**src/utf_cfg.svh**
```systemverilog
`ifndef UTF_CFG_SVH
`define UTF_CFG_SVH

// command codes
`define UTF_CMD_CLEAR_FAULTS 8'h03
`define UTF_CMD_UT_LIMIT     8'h53
`define UTF_CMD_UT_ACTION    8'h54
`define UTF_CMD_STATUS_TEMP  8'h7D
`define UTF_CMD_DELAY_UNIT   8'hD2

// field positions and retry codes
`define UTF_STATUS_UT_BIT    4
`define UTF_RETRY_FOREVER    3'h7
`define UTF_RETRY_NONE       3'h0

// reset values
`define UTF_RST_UT_LIMIT     16'h8000
`define UTF_RST_UT_ACTION    8'hC0
`define UTF_RST_DELAY_UNIT   16'h0001

// timing
`define UTF_TIMER_W          23

`endif

```
**src/utf_pkg.sv**
```systemverilog
package utf_pkg;

	typedef enum logic [2:0] {
		UTF_RUN   = 3'h0,
		UTF_DELAY = 3'h1,
		UTF_WAIT  = 3'h3,
		UTF_TRY   = 3'h2,
		UTF_LATCH = 3'h6
	} utf_state_t;

	typedef enum logic [1:0] {
		UTF_ACT_IGNORE   = 2'h0,
		UTF_ACT_DELAYED  = 2'h1,
		UTF_ACT_RETRY    = 2'h2,
		UTF_ACT_LATCHOFF = 2'h3
	} utf_action_t;

	typedef struct packed {
		utf_action_t action;
		logic [2:0]  retries;
		logic [2:0]  delay;
	} utf_resp_t;

	typedef struct packed {
		logic        wr;
		logic [7:0]  code;
		logic [15:0] data;
	} utf_cmd_t;

endpackage

```
**src/utf_fault_resp.sv**
```systemverilog
`timescale 1ns/1ps
`include "utf_cfg.svh"

module utf_fault_resp
	import utf_pkg::*;
(
	// clock and reset
	input  wire logic        ref_clk,
	input  wire logic        rst,
	input  wire logic        ce,
	// command port
	input  wire utf_cmd_t    cmd,
	input  wire logic [7:0]  rd_code,
	output logic      [15:0] rd_data,
	// converter side
	input  wire logic [15:0] temperature,
	input  wire logic        on_req,
	input  wire logic        other_fault,
	output logic             output_en,
	output logic             ut_fault
);

	////////////////////////////////////////////////////////////////////////
	// registers

	logic [15:0]            ut_limit_ff;
	utf_resp_t              resp_ff;
	logic [15:0]            unit_ff;
	logic                   flag_ff;
	utf_state_t             state_ff;
	utf_state_t             nxt_state;
	logic [`UTF_TIMER_W-1:0] tmr_ff;
	logic [`UTF_TIMER_W-1:0] nxt_tmr;
	logic [2:0]             tries_ff;
	logic [2:0]             nxt_tries;
	logic                   out_ff;
	logic [15:0]            rd_ff;
	logic                   ld_tmr;

	////////////////////////////////////////////////////////////////////////
	// helpers

	// delay length in cycles; a zero unit is taken as one to avoid a stall
	function automatic logic [`UTF_TIMER_W-1:0] delay_cycles(
		input logic [15:0] unit,
		input logic [2:0]  n
	);
		logic [`UTF_TIMER_W-1:0] u;
		u = {7'h00, unit};
		if (unit == 16'h0000) begin
			u = {{(`UTF_TIMER_W-1){1'b0}}, 1'b1};
		end
		return u << n;
	endfunction

	// one write-strobe decode shared by every register and clear
	function automatic logic cmd_hit(
		input utf_cmd_t   c,
		input logic [7:0] code
	);
		return c.wr && (c.code == code);
	endfunction

	// states in which the converter output may run
	function automatic logic runs_output(input utf_state_t s);
		return (s == UTF_RUN) || (s == UTF_DELAY) || (s == UTF_TRY);
	endfunction

	// status word with the under-temperature bit in its place
	function automatic logic [15:0] status_word(input logic flag);
		logic [15:0] w;
		w = 16'h0000;
		w[`UTF_STATUS_UT_BIT] = flag;
		return w;
	endfunction

	// unmapped codes read as zero so a host scan of the space is harmless
	function automatic logic [15:0] read_select(
		input logic [7:0]  code,
		input logic [15:0] limit,
		input utf_resp_t   resp,
		input logic [15:0] unit,
		input logic        flag
	);
		logic [15:0] w;
		w = 16'h0000;
		case (code)
			`UTF_CMD_UT_LIMIT:    w = limit;
			`UTF_CMD_UT_ACTION:   w = {8'h00, resp};
			`UTF_CMD_DELAY_UNIT:  w = unit;
			`UTF_CMD_STATUS_TEMP: w = status_word(flag);
			default:              w = 16'h0000;
		endcase
		return w;
	endfunction

	////////////////////////////////////////////////////////////////////////
	// decode

	wire wr_limit  = cmd_hit(cmd, `UTF_CMD_UT_LIMIT);
	wire wr_action = cmd_hit(cmd, `UTF_CMD_UT_ACTION);
	wire wr_unit   = cmd_hit(cmd, `UTF_CMD_DELAY_UNIT);
	wire clr_all   = cmd_hit(cmd, `UTF_CMD_CLEAR_FAULTS);
	wire clr_bit   = cmd_hit(cmd, `UTF_CMD_STATUS_TEMP)
		&& cmd.data[`UTF_STATUS_UT_BIT];
	wire clr_fault = clr_all || clr_bit;

	// raw signed compare; the linear format shares a common exponent here
	wire fault_now = $signed(temperature) < $signed(ut_limit_ff);
	wire tmr_done  = (tmr_ff == '0);
	wire forever_r = (resp_ff.retries == `UTF_RETRY_FOREVER);
	wire no_retry  = (resp_ff.retries == `UTF_RETRY_NONE);
	wire tries_out = !forever_r && (tries_ff >= resp_ff.retries);

	wire [`UTF_TIMER_W-1:0] dly = delay_cycles(unit_ff, resp_ff.delay);

	wire [15:0] rd_mux = read_select(rd_code, ut_limit_ff, resp_ff, unit_ff, flag_ff);

	////////////////////////////////////////////////////////////////////////
	// response sequencer

	always_comb begin
		nxt_state = state_ff;
		nxt_tries = tries_ff;
		ld_tmr    = 1'b0;
		if (!on_req) begin
			// commanded off: ends retries and any latch
			nxt_state = UTF_RUN;
			nxt_tries = 3'h0;
		end else if (clr_fault && state_ff != UTF_RUN) begin
			nxt_state = UTF_RUN;
			nxt_tries = 3'h0;
		end else begin
			unique case (state_ff)
				UTF_RUN: begin
					if (fault_now) begin
						unique case (resp_ff.action)
							UTF_ACT_IGNORE: nxt_state = UTF_RUN;
							UTF_ACT_DELAYED: begin
								nxt_state = UTF_DELAY;
								ld_tmr    = 1'b1;
							end
							UTF_ACT_RETRY: begin
								nxt_state = no_retry ? UTF_LATCH : UTF_WAIT;
								ld_tmr    = 1'b1;
								nxt_tries = 3'h0;
							end
							UTF_ACT_LATCHOFF: nxt_state = UTF_LATCH;
						endcase
					end
				end
				UTF_DELAY: begin
					if (tmr_done) begin
						// fault still there at the end: shut down and retry, or latch off when no retries are set
						if (!fault_now) begin
							nxt_state = UTF_RUN;
						end else begin
							nxt_state = no_retry ? UTF_LATCH : UTF_WAIT;
							ld_tmr    = 1'b1;
							nxt_tries = 3'h0;
						end
					end
				end
				UTF_WAIT: begin
					if (other_fault) begin
						nxt_state = UTF_LATCH;
					end else if (tmr_done) begin
						nxt_state = UTF_TRY;
						ld_tmr    = 1'b1;
						if (!forever_r) begin
							nxt_tries = tries_ff + 3'h1;
						end
					end
				end
				UTF_TRY: begin
					if (other_fault) begin
						nxt_state = UTF_LATCH;
					end else if (fault_now) begin
						// timer keeps running so attempt starts stay evenly spaced
						nxt_state = tries_out ? UTF_LATCH : UTF_WAIT;
					end else if (tmr_done) begin
						nxt_state = UTF_RUN;
						nxt_tries = 3'h0;
					end
				end
				UTF_LATCH: nxt_state = UTF_LATCH;
				default: begin
					nxt_state = UTF_LATCH;
					nxt_tries = 3'h0;
				end
			endcase
		end
	end

	assign nxt_tmr = ld_tmr ? dly - 1'b1 : (tmr_done ? tmr_ff : tmr_ff - 1'b1);

	wire nxt_out = on_req && runs_output(nxt_state);

	////////////////////////////////////////////////////////////////////////
	// configuration registers

	always_ff @(posedge ref_clk or posedge rst) begin
		if (rst) begin
			ut_limit_ff <= `UTF_RST_UT_LIMIT;
		end else if (ce && wr_limit) begin
			ut_limit_ff <= cmd.data;
		end
	end

	always_ff @(posedge ref_clk or posedge rst) begin
		if (rst) begin
			resp_ff <= utf_resp_t'(`UTF_RST_UT_ACTION);
		end else if (ce && wr_action) begin
			resp_ff <= utf_resp_t'(cmd.data[7:0]);
		end
	end

	always_ff @(posedge ref_clk or posedge rst) begin
		if (rst) begin
			unit_ff <= `UTF_RST_DELAY_UNIT;
		end else if (ce && wr_unit) begin
			unit_ff <= cmd.data;
		end
	end

	////////////////////////////////////////////////////////////////////////
	// sequencer state

	always_ff @(posedge ref_clk or posedge rst) begin
		if (rst) begin
			state_ff <= UTF_RUN;
		end else if (ce) begin
			state_ff <= nxt_state;
		end
	end

	// the timer parks at zero rather than wrapping, so a late look still sees done
	always_ff @(posedge ref_clk or posedge rst) begin
		if (rst) begin
			tmr_ff <= '0;
		end else if (ce) begin
			tmr_ff <= nxt_tmr;
		end
	end

	// three bits cover the largest finite retry count
	always_ff @(posedge ref_clk or posedge rst) begin
		if (rst) begin
			tries_ff <= 3'h0;
		end else if (ce) begin
			tries_ff <= nxt_tries;
		end
	end

	always_ff @(posedge ref_clk or posedge rst) begin
		if (rst) begin
			out_ff <= 1'b0;
		end else if (ce) begin
			out_ff <= nxt_out;
		end
	end

	////////////////////////////////////////////////////////////////////////
	// status flag and read port

	// a new fault wins over a clear in the same cycle
	always_ff @(posedge ref_clk or posedge rst) begin
		if (rst) begin
			flag_ff <= 1'b0;
		end else if (ce) begin
			flag_ff <= fault_now || (flag_ff && !clr_fault);
		end
	end

	// registered read data costs a cycle but keeps decode glitches off the bus
	always_ff @(posedge ref_clk or posedge rst) begin
		if (rst) begin
			rd_ff <= 16'h0000;
		end else if (ce) begin
			rd_ff <= rd_mux;
		end
	end

	////////////////////////////////////////////////////////////////////////
	// outputs

	assign rd_data   = rd_ff;
	assign output_en = out_ff;
	assign ut_fault  = flag_ff;

endmodule // utf_fault_resp

```
**config.mk**
```make
export PLATFORM = sky130hd
export DESIGN_NAME = utf_fault_resp
export DESIGN_NICKNAME = d
export VERILOG_FILES = /design/src/utf_pkg.sv /design/src/utf_fault_resp.sv
export VERILOG_INCLUDE_DIRS = /design/src
export SDC_FILE = /design/constraint.sdc
export NUM_CORES = 1
export LEC_CHECK = 0
export ABC_CLOCK_PERIOD_IN_PS = 4900
export BUFFER_PORTS_ARGS = -buffer_cell sky130_fd_sc_hd__buf_2
export CELL_PAD_IN_SITES_DETAIL_PLACEMENT = 1
export CELL_PAD_IN_SITES_GLOBAL_PLACEMENT = 1
export CORE_MARGIN = 4
export CORE_UTILIZATION = 25
export CTS_CLUSTER_DIAMETER = 30
export CTS_CLUSTER_SIZE = 14
export DETAILED_ROUTE_END_ITERATION = 8
export PLACE_DENSITY = 0.51
export SKIP_CTS_REPAIR_TIMING = 1
export SLEW_MARGIN = 20
export SYNTH_ARGS = -nofsm -noshare
export SYNTH_HDL_FRONTEND = slang
export SYNTH_SLANG_ARGS = --single-unit
```
**constraint.sdc**
```tcl
create_clock -name ref_clk -period 4.9 [get_ports ref_clk]
set_input_delay 0.98 -clock ref_clk [delete_from_list [all_inputs] [get_ports ref_clk]]
set_output_delay 0.98 -clock ref_clk [all_outputs]
set_load 0.02 [all_outputs]
```
==> flow_summary_export.csv <==
group,metric,value,unit
placed_design,placedInstanceArea,7659,um2
pwr,max-vdd-ir-drop,0.1391,mV
cells_and_area,layout.cell_area.non_filler,8073,um2
yosys,ys_ff_latch,87,
floorplan,core,26280,um2
route,wire_per_inst,20.51,um
route,routed-via-count,6177,
pwr,cellPowerDensity,303.0,nW/um2
yosys,postSynth.asyncResetShare,1.000,
clocking,root_buffer,"sky130_fd_sc_hd__clkbuf_16",
worst_hold_path,min-delay-path-class,"reg2reg",
sta,hold_viol_final,0,
clocking,clock_latency,360,ps
cells_and_area,design.final.nets,897,
clocking,clock-sinks,87,
yosys,seq_area_frac_synth,0.3245,
sta,timing_worst_slew_pin_value,983.7,ps
yosys,ys_types,84,
clocking,clk_transition_reported_paths,80,ps
setup_path,crit_start,"temperature[12]",
setup_path,path_max_fanout,4,
setup_path,cp-start-kind,"input pin",
sta,finalSetupViolations,0,
floorplan,placement_rows,59,
setup_path,data_arrival_time_of_the_critical_path,5040,ps
placed_design,io_buffer_count,71,
setup_path,critical_path_buf_inv_count,1,
sta,unrepaired_setup_endpoints_after_global_routing,"true",
placed_design,gp_routability_congestion,0.8118,
yosys,ys_dominant_reg_cell,"sky130_fd_sc_hd__dfrtp_1",
yosys,synth_edf_count,0,
setup_path,worstPathCellList,"buf_2, ha_1, nand4_1, a211oi_2, a32o_2, o21ai_2, a2111o_1, nand2_4, mux2i_4, ha_2, nor4b_4, nand4_1, or3_4, or3_4, nor3_4, nand4b_1, a41o_1, nand2_1",
cells_and_area,fillers,3086,
global_route,globalRouteOverflowTotal,0,
floorplan,die_ar,29580,um2
pwr,cellLeakagePower,3.319,nW
yosys,number_of_warnings_issued_by_yosys,0,
yosys,synthCells,741,
yosys,synth_nets,818,
setup_path,path_delay_family,"simple AND/OR/NAND/NOR gates",
setup_path,setup.worst_path.end_class,"flip-flop",
sta,final.setup_skew,11.95,ps
global_route,globalRouteTotalUtil,0.1671,
sta,period_share,0.9691,
sta,timing.final.max_slew_violations,0,
yosys,mappedNetlistArea,6724,um2
global_route,grt_start_max_net_pins,37,
clocking,cts_tree,"yes",
clocking,cts-htree-levels,3,
route,finalWirelength,23790,um
yosys,syn-mean-instance-area,9.074,um2
global_route,grt_antenna_before_repair,1,
sta,fmax,0.2106,GHz
global_route,vias_in_the_first_global_route,6577,
sta,min_period,4749,ps
route,initialDrtViolationCount,340,
setup_path,slowest_delay,480,ps
route,antenna_violating_nets_post_route,0,
outcome,result_of_the_run,"finished, final reports clean",
cells_and_area,flow.area_growth_from_synthesis,20.06,%
route,post-route-drc-count,0,
clocking,cts_buffer_depth,2,
setup_path,timing.critical_path.slowest_stage_cell,"sky130_fd_sc_hd__a2111o_1",
floorplan,initial_core_util,0.2559,
floorplan,die_height,172,um
sta,timing.max_slew.rel_slack,0.3424,
setup_path,required,5190,ps
cells_and_area,antenna-diode-count,0,
route,vias_per_cell,5.325,
placed_design,post-dp-hpwl,17880,um
setup_path,worst-setup-path-type,"in2reg",
floorplan,die-width,172,um
setup_path,worst_flop_to_flop_path_startpoint,"ut_limit_ff[15]",
clocking,cts_made_buffers,9,
cells_and_area,final_layout_size_suffix_gt1_frac,0.2752,
global_route,grt_first_pass_wirelength,38940,um
route,detail_route.first_pass.iterations,5,
floorplan,pin_count,72,
sta,setup-tns-final,0,ps
run,drv.max_cap_violation_count,0,
worst_hold_path,launch_instance_of_the_worst_min_delay_path,"rd_data[5]",
[stage by stage]
stage	setup WS (ps)	utilization	cells	total power, mW	hold slack, ps
6_report	151.4	0.3072	1160	2.446	490.2
5_1_grt	-61.11	0.3072	1160	2.615	520.8
4_1_cts	204.0	0.3037	1158	2.453	496.5
3_5_place_dp	-120.1	0.2914	1142	1.663	471.8
3_3_place_gp	-71.38	0.2914	1142	1.664	468.6
2_1_floorplan	-11.66	-	741	1.412	465.6
[registers in the layout (all words and copies together) (netlist names)]
name and cells:
tmr_ff 23, rd_data 16, unit_ff 16, ut_limit_ff 16, resp_ff 8, state_ff 3
tries_ff 3, output_en 1, ut_fault 1
[cells in the mapped netlist (all sizes together) (5+ instances only)]
| cell | number | area share |
|---|---|---|
| dfrtp | 83 | 0.31 |
| nor2 | 55 | 0.031 |
| nand2 | 53 | 0.032 |
| mux2 | 50 | 0.084 |
| inv | 46 | 0.026 |
| o21ai | 38 | 0.028 |
| a21oi | 37 | 0.029 |
| mux2i | 26 | 0.039 |
| nand3 | 26 | 0.019 |
| ha | 23 | 0.043 |
| buf | 22 | 0.021 |
| clkbuf | 21 | 0.012 |
| nor3 | 20 | 0.015 |
| nand4 | 15 | 0.014 |
| nor4 | 15 | 0.017 |
| a221oi | 13 | 0.020 |
| or3 | 12 | 0.011 |
| o2bb2ai | 11 | 0.014 |
| a31oi | 10 | 0.0093 |
| and2 | 10 | 0.0093 |
| nand2b | 9 | 0.0084 |
| o31ai | 9 | 0.010 |
| and3 | 8 | 0.0074 |
| or4 | 8 | 0.0095 |
| a2111oi | 7 | 0.018 |
| a211oi | 7 | 0.0078 |
| a222oi | 7 | 0.010 |
| xor2 | 7 | 0.0091 |
| nor3b | 6 | 0.0082 |
| o22ai | 6 | 0.0056 |
| nor2b | 5 | 0.0047 |
| o211ai | 5 | 0.0056 |
| xnor2 | 5 | 0.0065 |
[report_power, final]
| group | internal [mW] | switching (mW) |
|---|---|---|
| sequential | 0.814 | 0.144 |
| clock | 0.414 | 0.360 |
| combinational | 0.310 | 0.405 |
[area by class of cell]
cell class / instances / area (um2) / area share
multi-input cells: 565 / 4319 / 0.5350
flip-flops and latches: 87 / 2182 / 0.2703
repair buffers: 111 / 655.6 / 0.08122
well taps: 335 / 419.2 / 0.05192
clock buffers: 9 / 225.2 / 0.02790
inverters: 46 / 175.2 / 0.02170
clock inverters: 7 / 96.34 / 0.01193
[worst paths after layout]
path	cells after the start	slack [ps]	end
max	18	150	tmr_ff[18]
min in group asynchronous	2	680	state_ff[2]
max in group asynchronous	3	3330	unit_ff[0]
min	1	490	rd_data[5]
max reg2reg	18	310	tmr_ff[18]
min reg2reg	1	490	rd_data[5]
[metal layers]
metal / share of wire / GRT usage / vias up
met5: 0.00055 / 0 / -
met4: 0.012 / 0.03896 / 2
met3: 0.026 / 0.02058 / 18
met2: 0.46 / 0.2668 / 78
met1: 0.50 / 0.2417 / 3120
li1: - / - / 2959
[cell usage in the layout (no fill, tap or decap), drive strengths merged, types with 15 or more instances in the layout]
cell / count
inv: 50
nand3: 26
mux2i: 26
nor2: 55
o21ai: 38
nor3: 20
mux2: 50
a21oi: 37
buf: 111
nand2: 53
nor4: 15
dfrtp: 83
ha: 23
nand4: 15
[worst reg2reg max path, delay by kind of cell (launching register included)]
family,cells,cell delay [ps]
AO/OA/AOI/OAI,5,1490
adder cells (fa/ha/maj),2,500
buffers and inverters,1,70
flip-flops,1,550
multiplexers,1,240
AND/OR/NAND/NOR,9,1680
[cells by family after synthesis]
group	Yosys count	share of synthesized area
XOR/XNOR	12	0.01563
adder cells (fa/ha/maj)	23	0.04280
AND/OR/NAND/NOR	253	0.2010
AO/OA/AOI/OAI	197	0.2211
buffers and inverters	89	0.05861
flip-flops	87	0.3245
multiplexers	80	0.1364
Note: power is estimated with default switching activity, not from simulation.
